$ cat config.mk
export PLATFORM = sky130hd
export DESIGN_NAME = hybrid_trip_logic
export DESIGN_NICKNAME = d
export VERILOG_FILES = /design/src/ms_timer.v /design/src/hybrid_trip_logic.v
export VERILOG_INCLUDE_DIRS = /design/src
export SDC_FILE = /design/constraint.sdc
export NUM_CORES = 1
export LEC_CHECK = 0
export ABC_CLOCK_PERIOD_IN_PS = 5300
export BUFFER_PORTS_ARGS = -buffer_cell sky130_fd_sc_hd__buf_2
export CORE_MARGIN = 2
export CORE_UTILIZATION = 45
export CTS_CLUSTER_SIZE = 10
export DETAILED_ROUTE_END_ITERATION = 7
export PLACE_DENSITY = 0.66
export SLEW_MARGIN = 25
export SYNTH_ARGS = -nofsm -noshare
export SYNTH_HDL_FRONTEND = slang
export SYNTH_HIERARCHICAL = 1
export SYNTH_SLANG_ARGS = --single-unit
$ cat constraint.sdc
create_clock -name clock -period 5.3 [get_ports clock]
set_input_delay 1.06 -clock clock [delete_from_list [all_inputs] [get_ports clock]]
set_output_delay 1.06 -clock clock [all_outputs]
set_load 0.01 [all_outputs]
$ cat src/hybrid_trip_map.vh
// constants for the hybrid pilot / open-pole trip block
// assumes a 125 MHz clock; times stay in ms here, MS_CYCLES gives the cycles per ms
`ifndef HYBRID_TRIP_MAP_VH
`define HYBRID_TRIP_MAP_VH

`define CLOCK_MHZ          125
`define MS_US              1000
`define MS_CYCLES          (`CLOCK_MHZ * `MS_US)

`define ECHO_WIN_MS        8'h50
`define ECHO_WIN_3T_MS     8'h32
`define TB_DROP_MS         8'h1E
`define TB_DROP_3T_MS      8'h3C
`define RCV_COUNT_3T       2'h2

`define ADDR_W             4
`define REG_CTRL           4'h0
`define REG_WI_DELAY       4'h4
`define REG_STATUS         4'h8

`define CTRL_RST           8'h17
`define WI_DELAY_RST       8'h08
`define CTRL_SPT_BIT       0
`define CTRL_WI_BIT        1
`define CTRL_SCHEME_LSB    2
`define CTRL_RCV_LSB       4
`define SCHEME_POTT        2'h0
`define SCHEME_HYBRID      2'h1

`endif

$ cat src/ms_timer.v
// millisecond pickup timer: counts ticks while run is high
// assumes tick is a one-cycle pulse once per millisecond, same clock
`timescale 1ns/1ps
module ms_timer #(
    parameter W = 8
) (
    input  wire         clock,
    input  wire         rst,
    input  wire         tick,
    input  wire         run,
    input  wire [W-1:0] limit,
    output wire         expired
);
    reg  [W:0] cnt_r;
    wire [W:0] last;

    // one tick past the limit: the first tick may come at once after start,
    // so the delay is never short of the limit and at most one ms over it
    assign last = {1'b0, limit} + {{W{1'b0}}, 1'b1};

    // restart from zero whenever the input drops before expiry
    always @(posedge clock) begin
        if (rst || !run) begin
            cnt_r <= {(W+1){1'b0}};
        end else if (tick && cnt_r != last) begin
            cnt_r <= cnt_r + {{W{1'b0}}, 1'b1};
        end
    end

    assign expired = run && (cnt_r == last);
endmodule

$ cat src/hybrid_trip_logic.v
// hybrid pilot trip logic: echo keying, weak-infeed trip, phase selection,
// open-pole handling and reclose initiation
// assumes relay element inputs arrive asynchronously and settings come
// over a simple strobe register port on the same clock
`timescale 1ns/1ps
`include "hybrid_trip_map.vh"
module hybrid_trip_logic #(
    parameter MS_CYCLES = `MS_CYCLES
) (
    input  wire                clock,
    input  wire                rst,
    input  wire [`ADDR_W-1:0]  addr,
    input  wire [31:0]         wdata,
    input  wire                wr,
    input  wire                rd,
    output reg  [31:0]         rdata_r,
    input  wire                rx_trip,
    input  wire                blocking_op,
    input  wire                overreach_op,
    input  wire                zone1_op,
    input  wire                fd_magnitude,
    input  wire                fd_change,
    input  wire                v1_ok,
    input  wire [2:0]          phase_sel,
    input  wire                multiphase,
    input  wire [2:0]          undervoltage,
    input  wire [2:0]          pole_open,
    input  wire                reclose_cancel,
    output reg                 tx_key_r,
    output reg  [2:0]          trip_r,
    output reg                 weak_infeed_trip_r,
    output reg                 echo_gate_r,
    output reg                 transient_block_r,
    output reg                 reclose_initiate_single_r,
    output reg                 reclose_initiate_three_r,
    output reg                 pole_any_open_r,
    output reg                 pole_one_open_r,
    output reg                 pole_all_open_r,
    output reg                 single_phase_trip_flag_r,
    output reg                 open_pole_flag_r,
    output reg  [2:0]          phase_pair_enable_r,
    output reg  [2:0]          ground_dist_enable_r,
    output reg                 fd_magnitude_enable_r,
    output reg                 ground_directional_enable_r,
    output reg                 ground_inst_backup_enable_r,
    output reg                 ground_time_backup_enable_r
);
    localparam NIN = 18;

    // two-flop synchroniser for every relay input
    wire [NIN-1:0] raw_in;
    reg  [NIN-1:0] meta_r;
    reg  [NIN-1:0] sync_r;

    assign raw_in = {rx_trip, blocking_op, overreach_op, zone1_op,
                     fd_magnitude, fd_change, v1_ok, phase_sel,
                     multiphase, undervoltage, pole_open, reclose_cancel};

    always @(posedge clock) begin
        if (rst) begin
            meta_r <= {NIN{1'b0}};
            sync_r <= {NIN{1'b0}};
        end else begin
            meta_r <= raw_in;
            sync_r <= meta_r;
        end
    end

    wire       rx_s       = sync_r[17];
    wire       blk_s      = sync_r[16];
    wire       ovr_s      = sync_r[15];
    wire       z1_s       = sync_r[14];
    wire       fdmag_s    = sync_r[13];
    wire       fdchg_s    = sync_r[12];
    wire       v1ok_s     = sync_r[11];
    wire [2:0] psel_s     = sync_r[10:8];
    wire       multi_s    = sync_r[7];
    wire [2:0] uv_s       = sync_r[6:4];
    wire [2:0] pole_s     = sync_r[3:1];
    wire       cancel_s   = sync_r[0];

    // settings registers
    reg [7:0] ctrl_r;
    reg [7:0] wi_delay_r;

    wire       spt_en     = ctrl_r[`CTRL_SPT_BIT];
    wire       wi_en      = ctrl_r[`CTRL_WI_BIT];
    wire [1:0] scheme_sel = ctrl_r[`CTRL_SCHEME_LSB+1:`CTRL_SCHEME_LSB];
    wire [1:0] rcv_count  = ctrl_r[`CTRL_RCV_LSB+1:`CTRL_RCV_LSB];
    wire       hybrid     = (scheme_sel == `SCHEME_HYBRID);

    always @(posedge clock) begin
        if (rst) begin
            ctrl_r     <= `CTRL_RST;
            wi_delay_r <= `WI_DELAY_RST;
        end else if (wr) begin
            if (addr == `REG_CTRL) begin
                ctrl_r <= wdata[7:0];
            end
            if (addr == `REG_WI_DELAY) begin
                wi_delay_r <= wdata[7:0];
            end
        end
    end

    wire [31:0] status_word;

    assign status_word = {15'h0000,
                          ground_dist_enable_r, phase_pair_enable_r,
                          transient_block_r, echo_gate_r,
                          pole_all_open_r, pole_one_open_r, pole_any_open_r,
                          open_pole_flag_r, single_phase_trip_flag_r,
                          trip_r, tx_key_r};

    // read data stand only in the cycle after the strobe; unmapped reads zero
    always @(posedge clock) begin
        if (rst || !rd) begin
            rdata_r <= 32'h00000000;
        end else begin
            case (addr)
                `REG_CTRL:     rdata_r <= {24'h000000, ctrl_r};
                `REG_WI_DELAY: rdata_r <= {24'h000000, wi_delay_r};
                `REG_STATUS:   rdata_r <= status_word;
                default:       rdata_r <= 32'h00000000;
            endcase
        end
    end

    // millisecond tick shared by all timers
    localparam CW = 17;
    localparam [31:0]   MS_LAST_FULL = MS_CYCLES - 1;
    localparam [CW-1:0] MS_LAST      = MS_LAST_FULL[CW-1:0];
    reg [CW-1:0] ms_cnt_r;
    reg          ms_tick_r;

    always @(posedge clock) begin
        if (rst) begin
            ms_cnt_r  <= {CW{1'b0}};
            ms_tick_r <= 1'b0;
        end else if (ms_cnt_r == MS_LAST) begin
            ms_cnt_r  <= {CW{1'b0}};
            ms_tick_r <= 1'b1;
        end else begin
            ms_cnt_r  <= ms_cnt_r + 1'b1;
            ms_tick_r <= 1'b0;
        end
    end

    // three-terminal timing adjusts itself from the settings
    wire       three_term = hybrid && (rcv_count == `RCV_COUNT_3T);
    wire [7:0] echo_win_ms = three_term ? `ECHO_WIN_3T_MS : `ECHO_WIN_MS;
    wire [7:0] tb_drop_ms  = three_term ? `TB_DROP_3T_MS : `TB_DROP_MS;

    // fault detector: magnitude terms ignored while a pole is open, since
    // an open pole leaves a steady negative and zero sequence current
    wire fault_det = fdchg_s | (fdmag_s & ~open_pole_flag_r);

    // transient block: extended dropout after reverse blocking resets
    reg  tb_hold_r;
    wire tb_expired;

    ms_timer #(.W(8)) transient_block_dropout_timer (
        .clock   (clock),
        .rst     (rst),
        .tick    (ms_tick_r),
        .run     (tb_hold_r & ~blk_s),
        .limit   (tb_drop_ms),
        .expired (tb_expired)
    );

    always @(posedge clock) begin
        if (rst) begin
            tb_hold_r <= 1'b0;
        end else if (blk_s) begin
            tb_hold_r <= 1'b1;
        end else if (tb_expired) begin
            tb_hold_r <= 1'b0;
        end
    end

    wire tb_active = blk_s | tb_hold_r;

    // echo path
    wire receive_merge_gate = rx_s & ~blk_s & hybrid;
    wire echo_expired;

    ms_timer #(.W(8)) echo_window_timer (
        .clock   (clock),
        .rst     (rst),
        .tick    (ms_tick_r),
        .run     (receive_merge_gate),
        .limit   (echo_win_ms),
        .expired (echo_expired)
    );

    wire echo_gate = receive_merge_gate & ~echo_expired;

    // weak-infeed trip
    wire fault_or_undervoltage_gate = fault_det | ~v1ok_s;
    wire weak_infeed_gate = wi_en & ~blk_s & fault_or_undervoltage_gate
                            & receive_merge_gate & ~echo_expired;
    wire wi_expired;

    ms_timer #(.W(8)) weak_infeed_trip_timer (
        .clock   (clock),
        .rst     (rst),
        .tick    (ms_tick_r),
        .run     (weak_infeed_gate),
        .limit   (wi_delay_r),
        .expired (wi_expired)
    );

    // spurious receiver bursts shorter than the pickup never trip
    wire wi_trip = wi_expired & fault_det;

    // transmitter keying: own overreach or echo, never while blocking
    wire key_merge_gate   = ovr_s | echo_gate;
    wire transmit_key_gate = key_merge_gate & ~blk_s;

    // permissive overreach trip, held off by transient blocking
    wire pilot_trip = ovr_s & rx_s & ~tb_active;
    wire any_trip   = fault_det & (pilot_trip | z1_s)
                      | wi_trip;

    // phase selection
    wire sel_one = (psel_s == 3'b001) | (psel_s == 3'b010) | (psel_s == 3'b100);
    wire uv_one  = (uv_s == 3'b001) | (uv_s == 3'b010) | (uv_s == 3'b100);
    reg  [2:0] trip_nxt;

    always @* begin
        trip_nxt = 3'b000;
        if (any_trip) begin
            if (!spt_en || open_pole_flag_r || multi_s) begin
                trip_nxt = 3'b111;
            end else if (sel_one) begin
                trip_nxt = psel_s;
            end else if (wi_trip && hybrid && psel_s == 3'b000 && uv_one) begin
                trip_nxt = uv_s;
            end else begin
                trip_nxt = 3'b111;
            end
        end
    end

    wire single_nxt = (trip_nxt == 3'b001) | (trip_nxt == 3'b010)
                      | (trip_nxt == 3'b100);
    wire three_nxt  = (trip_nxt == 3'b111);

    // pole status
    wire any_open = |pole_s;
    wire all_open = &pole_s;
    wire one_open = (pole_s == 3'b001) | (pole_s == 3'b010) | (pole_s == 3'b100);

    // phase held by the single-phase-trip flag: a=0 b=1 c=2
    reg [2:0] spt_phase_r;

    always @(posedge clock) begin
        if (rst) begin
            tx_key_r                  <= 1'b0;
            trip_r                    <= 3'b000;
            weak_infeed_trip_r        <= 1'b0;
            echo_gate_r               <= 1'b0;
            transient_block_r         <= 1'b0;
            reclose_initiate_single_r <= 1'b0;
            reclose_initiate_three_r  <= 1'b0;
            pole_any_open_r           <= 1'b0;
            pole_one_open_r           <= 1'b0;
            pole_all_open_r           <= 1'b0;
            single_phase_trip_flag_r  <= 1'b0;
            open_pole_flag_r          <= 1'b0;
            spt_phase_r               <= 3'b000;
        end else begin
            tx_key_r           <= transmit_key_gate;
            trip_r             <= trip_nxt;
            weak_infeed_trip_r <= wi_trip;
            echo_gate_r        <= echo_gate;
            transient_block_r  <= tb_active;
            reclose_initiate_single_r <= single_nxt & ~cancel_s;
            reclose_initiate_three_r  <= three_nxt & ~cancel_s;
            pole_any_open_r    <= any_open;
            pole_one_open_r    <= one_open;
            pole_all_open_r    <= all_open;
            // set wins over the clear when the poles have just closed
            if (single_nxt) begin
                single_phase_trip_flag_r <= 1'b1;
                spt_phase_r              <= trip_nxt;
            end else if (!any_open && !any_trip) begin
                single_phase_trip_flag_r <= 1'b0;
                spt_phase_r              <= 3'b000;
            end
            if (one_open) begin
                open_pole_flag_r <= 1'b1;
            end else if (!any_open) begin
                open_pole_flag_r <= 1'b0;
            end
        end
    end

    // element masks; pairs are ab=0 bc=1 ca=2
    always @(posedge clock) begin
        if (rst) begin
            phase_pair_enable_r         <= 3'b111;
            ground_dist_enable_r        <= 3'b111;
            fd_magnitude_enable_r       <= 1'b1;
            ground_directional_enable_r <= 1'b1;
            ground_inst_backup_enable_r <= 1'b1;
            ground_time_backup_enable_r <= 1'b1;
        end else begin
            if (single_phase_trip_flag_r) begin
                phase_pair_enable_r[0] <= ~(spt_phase_r[0] | spt_phase_r[1]);
                phase_pair_enable_r[1] <= ~(spt_phase_r[1] | spt_phase_r[2]);
                phase_pair_enable_r[2] <= ~(spt_phase_r[2] | spt_phase_r[0]);
                ground_dist_enable_r   <= ~spt_phase_r;
            end else begin
                phase_pair_enable_r  <= 3'b111;
                ground_dist_enable_r <= 3'b111;
            end
            fd_magnitude_enable_r       <= ~open_pole_flag_r;
            ground_directional_enable_r <= ~open_pole_flag_r;
            ground_inst_backup_enable_r <= ~open_pole_flag_r;
            ground_time_backup_enable_r <= ~open_pole_flag_r;
        end
    end
endmodule

==> impl_results.md, run 1 <==
* R2R cell count at 19
* Setup_tns at 0 ns
* Cell count after synthesis at 704
* Worst Hold Class: flop to flop
* Syn_area_per_cell at 9.25 um^2
* WHS Endpoint: ground_dist_enable_r[2]
* Synth warnings at 6
* Critical Path RT at 5.65 ns
* DR vias/cell at 5.16
* Die H at 124 um
* Worst-path clk slew at 0.06 ns
* Slew margin rel. at 0.423
* CP startpoint: ctrl_r[3]
* H-tree depth at 4
* Num ports at 114
* Crit-path cells: nand2b_1, or3b_1, inv_1, ha_1, xor2_1, nor2_1, o2111ai_2, a2111oi_0, nor3_1, and3_1, inv_1, a2111oi_0, buf_4, o32ai_1, buf_4, nand2b_4, a211oi_1, o21ai_1, a21oi_1
* Final worst-path cycle share at 0.809
* Worst Skew at 0.00905 ns
* Max-cap violation count at 0
* Setup bufs post-CTS at 0
* Synthesis-to-finish area growth at 17.8%
* DP Wirelength at 10300 um
* GPL Wtd Cong at 0.870
* Final Max Slew Viols at 0
* Largest net degree at the start of global routing at 66
* Status: finished clean
* Async SR Flop Fraction at 0
* CTS tree: yes
* Horiz. Die Dim at 124 um
* CP Capture Type: flop
* Vias in the first global route at 5032
* Fmax at 233 MHz
* TritonRoute pass-1 iters at 5
* Leakage power at 3.06 nW
* Library cells used by synthesis at 69
* First DRT Iteration DRCs at 355
* Yosys top cell by area: dfxtp_1
* Reg2Reg Setup Slack at 1.01 ns
* Die area at 15400 um^2
* Routed Antenna Nets at 0
* Register bit count reported by yosys at 139
* Most used DFF post-synth: dfxtp_1
* Crit path max-delay family: simple AND/OR/NAND/NOR gates
* Worst path bufs/invs at 4
* Final setup vio count at 0
* Fin. Hold Viols at 0
* Core area at 14000 um^2
* Post-CTS sizing at 0
* Synth cell count leaders: dfxtp_1, nor2_1, nor2b_1
* GR Util All Layers at 0.185
* CTS Hold Bufs at 0
* Hold path depth at 1
* Initial Util at 0.465
* Initial antenna violation count at 1
* Startpoint types: flop
* Clk root buf: clkbuf_16
* Hold path start: spt_phase_r[2]
* GR Overflow Total at 0
* Fill count at 1256
* Critical path's largest stage delay at 0.61 ns
* I/O Buffers at 74
* Deepest clock path buffer count at 2
* Minimum clock period at 4.29 ns
* Final WS setup at 1.01 ns
* R2r endpoint: spt_phase_r[1]
* Number of CTS-inserted buffers at 17
* Nets at 886
* Share of the synthesized area in the top cell type at 0.428
* Mapped Area at 6510 um^2
* Top-count cell post-synth: dfxtp_1
* Power Dens Cells at 307 nW/um^2
* Wire length per cell at 13.9 um
* Post-route DRC violation count at 0
* Layout cells sized above 1 at 0.159
* Reg2reg start: ctrl_r[3]
* Vias at 5242
* Top cells by area, synth: dfxtp_1, nor2b_1, mux2i_1
* Critical path depth at 19
* EDFF count, synth at 0
* Worst-Skew Late Latency at 0.42 ns
* Pre-CTS WS at 1.06 ns
* Peak fanout along the critical path at 9
* DRT Wirelength at 14100 um
* CP Class: flop to flop
* RSZ-0062 raised after global routing: false
* Row cnt at 43
* Arrival time at the worst endpoint at 4.63 ns
* Worst vdd ir at 0.242 mV
* Global-route wire length before repair at 23500 um
* Post-synthesis sequential area ratio at 0.428
* Slew @ Worst Pin at 0.862 ns
* Sink Count at 139
* Slowest cell on crit path: or3b_1
==> layout make-up <==
type / count / area, um^2 / area share
tap: 180 / 225 / 0.0294
clock inverter: 10 / 116 / 0.0152
multi-input combinational: 566 / 3610 / 0.470
sequential: 139 / 2780 / 0.363
inverter: 19 / 71.3 / 0.00930
timing repair buffer: 78 / 400 / 0.0522
clock buffer: 22 / 464 / 0.0605
antenna: 1 / 2.50 / 0.000326
==> state kept, by name, indices dropped and copies added, names as in the netlist, 3 cells and up <==
| name | cells |
|---|---|
| meta_r | 18 |
| rdata_r | 17 |
| ms_cnt_r | 17 |
| trip_r | 3 |
| wi_delay_r | 8 |
| sync_r | 18 |
| weak_infeed_trip_timer/cnt_r | 9 |
| ground_dist_enable_r | 3 |
| ctrl_r | 8 |
| phase_pair_enable_r | 3 |
| echo_window_timer/cnt_r | 9 |
| transient_block_dropout_timer/cnt_r | 9 |
| spt_phase_r | 3 |
==> worst max path at each step <==
stage | to | slack (ns)
after floorplan | spt_phase_r[1] | 1.40
after global placement | spt_phase_r[1] | 1.14
after detailed placement | spt_phase_r[1] | 1.06
after CTS | spt_phase_r[1] | 1.03
after global routing | spt_phase_r[1] | 0.58
final | spt_phase_r[1] | 1.01
==> cells in the final DEF, fill, tap and decap left out, types with 16 or more instances in the layout <==
master     Yosys  routed
dfxtp_1      139     139
buf_2          3      74
nor2_1        71      71
conb_1         2      67
nor2b_1       45      45
a21oi_1       38      38
nand2_1       34      34
mux2i_1       27      27
nand3_1       26      26
xor2_1        23      23
xnor2_1       22      22
inv_1         18      18
or3_1         18      18
clkbuf_16      0      17
o21ai_1       16      16
==> per-stage QoR <==
step	cells	total power, mW	area (um^2)	util	hold WS (ns)
floorplan	769	1.20	6750	-	0.377
global placement	982	1.22	7080	0.506	0.401
detailed placement	982	1.22	7080	0.506	0.404
CTS	1014	2.38	7660	0.547	0.419
global route	1015	2.44	7670	0.548	0.447
finish	1015	2.35	7670	0.548	0.414
==> routing by layer <==
layer / wire [um] / up-vias / GRT usage
li1: - / 2656 / -
met1: 6180 / 2442 / 0.218
met2: 7060 / 118 / 0.309
met3: 524 / 26 / 0.0481
met4: 381 / 0 / 0.100
met5: 0 / - / 0
==> cell families after synthesis <==
logic type      synth area share
simple gates               0.255
fa+ha+maj                 0.0135
buf+inv                   0.0571
mux                       0.0415
xor+xnor                  0.0606
flops                      0.428
other cells              0.00115
compound gates             0.144
==> power by group <==
group / internal, mW / switching [mW]
registers: 1.07 / 0.0147
clock network: 0.717 / 0.429
logic: 0.0513 / 0.0727
(Power assumes the default switching activity.)
==> run 2: changes to the inputs <==
ABC_CLOCK_PERIOD_IN_PS = 3600   (was 5300)
PLACE_DENSITY = 0.69   (was 0.66)
clock period = 3.6 ns   (was 5.3 ns; I/O delays follow)
==> run 2 against run 1 <==
Combinational power up 55%. Utilization up 2.0 points. Clock skew down 0.0012 ns. Sequential share of layout area down 1.3 points. Critical path type unchanged. Global-route usage down 0.55 points. Worst hold slack better by 0.0014 ns. Clock power up 58%. Highest routed layer unchanged. First-iteration DRC count down 15%. Cell count up 1.5%. Via count down 1.5%. Count of clock-buffer cells in the layout down 4.
==> impl_results.md, run 2 (synthesized netlist as in run 1, its figures left out) <==
* Final Max Slew Viols at 0 (unchanged)
* Final WS setup at 0.0902 ns (-0.921 ns)
* ANT cells at 0 (-1)
* First DRT Iteration DRCs at 303 (-15%)
* Layout cells sized above 1 at 0.195 (+0.0358)
* Vias in the first global route at 4751 (-5.6%)
* Horiz. Die Dim at 124 um (unchanged)
* DP Wirelength at 9900 um (-4.3%)
* GR Util All Layers at 0.180 (-0.00548)
* Core area at 14000 um^2 (unchanged)
* I/O Buffers at 74 (unchanged)
* Slew margin rel. at 0.429 (+0.00677)
* Routed wl met2 at 6760 um (-4.2%)
* GR Overflow Total at 0 (unchanged)
* Fmax at 285 MHz (+22%)
* Die H at 124 um (unchanged)
* Nets at 902 (+1.8%)
* Tot Pwr at 3.60 mW (+53%)
* Wl on met1 at 6540 um (+5.9%)
* Highest routed layer: met4
* Wire length per cell at 13.7 um (-2.0%)
* Biggest regs: meta_r x18, sync_r x18
* Initial Util at 0.465 (unchanged)
* Deepest clock path buffer count at 2 (unchanged)
* Max-cap violation count at 0 (unchanged)
* Critical Path RT at 3.87 ns (-1.78 ns)
* Worst-path clk slew at 0.06 ns (about the same)
* H-tree depth at 4 (unchanged)
* Final worst-path cycle share at 0.975 (+0.166)
* RSZ-0062 raised after global routing: true
* Fin. Hold Viols at 0 (unchanged)
* Worst vdd ir at 0.396 mV (+63%)
* Worst Skew at 0.00786 ns (-0.00119 ns)
* Minimum clock period at 3.51 ns (-0.779 ns)
* Row cnt at 43 (unchanged)
* Synthesis-to-finish area growth at 22.1%
* Commonest non-fill, non-tap cell in the layout: dfxtp_1
* CTS tree: yes
* TritonRoute pass-1 iters at 4 (-1)
* Leading cell types in the layout, fill and taps excluded: dfxtp_1, buf_2, nor2_1, conb_1, nor2b_1
* Vias at 5165 (-1.5%)
* DR vias/cell at 5.01 (-2.9%)
* Arrival time at the worst endpoint at 3.78 ns (-0.85 ns)
* DRT Wirelength at 14100 um (-0.57%)
* Startpoint types: flop
* Slew @ Worst Pin at 0.851 ns (-0.0101 ns)
* Pre-CTS WS at -0.0567 ns (-1.12 ns)
* Worst-Skew Late Latency at 0.41 ns (about the same)
* Worst Hold Class: flop to flop
* Num ports at 114 (unchanged)
* Clk root buf: clkbuf_16
* WL met3 at 659 um (+26%)
* Largest net degree at the start of global routing at 65 (-1.5%)
* Post-route DRC violation count at 0 (unchanged)
* Leakage power at 3.17 nW (+3.7%)
* Number of CTS-inserted buffers at 17 (unchanged)
* Routed Antenna Nets at 0 (unchanged)
* Status: finished clean
* Initial antenna violation count at 0 (-1)
* Global-route wire length before repair at 22700 um (-3.1%)
* GPL Wtd Cong at 0.830 (-4.5%)
* Final setup vio count at 0 (unchanged)
* CP Class: flop to flop
* Peak fanout along the critical path at 5 (-4)
* Power Dens Cells at 454 nW/um^2 (+48%)
* Die area at 15400 um^2 (unchanged)
* Sink Count at 139 (unchanged)
* CP Capture Type: flop
run 2: path summary, 6_finish.rpt:
| kind | startpoint | to | slack [ns] | depth (start not counted) |
|---|---|---|---|---|
| worst max register to register | ctrl_r[3] | spt_phase_r[2] | 0.09 | 18 |
| worst min-delay path | spt_phase_r[2] | ground_dist_enable_r[2] | 0.42 | 1 |
| worst max-delay path | ctrl_r[3] | spt_phase_r[2] | 0.09 | 18 |
| worst min register to register | spt_phase_r[2] | ground_dist_enable_r[2] | 0.42 | 1 |
run 2: timing repair:
| action | 4_1_cts | 5_1_grt |
|---|---|---|
| setup endpoints to repair | 5 | 9 |
| hold buffers | 0 | 0 |
| endpoints found under the hold margin | 0 | 0 |
| setup buffers | 1 | 3 |
| pin swaps | 3 | 12 |
| gates resized for setup | 1 | 17 |
run 2: through the flow:
step,hold WS (ns),instance area [um^2],TNS [ns],cells,util
detailed placement,0.400,7190,-0.168,994,0.514
finish,0.416,7950,0,1030,0.568
CTS,0.416,7840,0,1027,0.560
global placement,0.401,7180,0,994,0.514
floorplan,0.377,6770,0,769,-
global route,0.441,7950,-0.443,1030,0.568
run 2: final cells by class:
cell class	instances	area [um^2]
Timing Repair Buffer	94	520
Clock inverter	14	194
Clock buffer	18	429
Fill cell	1256	6040
Sequential cell	139	2780
Tap cell	180	225
Inverter	19	73.8
Multi-Input combinational cell	566	3720
run 2: layer usage:
metal	up-vias	track usage
li1	2686	-
met1	2377	0.233
met2	96	0.294
met3	6	0.0524
met4	0	0.0476
met5	-	0
run 2: power breakdown:
part           leakage [nW]  switching [mW]  total [mW]  internal (mW)
logic                  1.74           0.111       0.192         0.0812
clock network         0.301           0.660        1.82           1.16
registers              1.13          0.0213        1.59           1.57
total                  3.17           0.792        3.60           2.81
run 2: critical path, stage by stage, from the launching register on:
cell	delay, ns
dfxtp_1	0.31
nand2b_4	0.15
or3b_4	0.39
inv_4	0.08
ha_4	0.12
xor2_1	0.14
nor2_1	0.07
o2111ai_2	0.10
a2111oi_4	0.07
nor3_2	0.25
and3_4	0.22
inv_2	0.04
a2111oi_4	0.28
buf_4	0.18
nand4b_1	0.21
nor3_4	0.34
a21oi_4	0.12
o211ai_1	0.20
a21oi_1	0.08
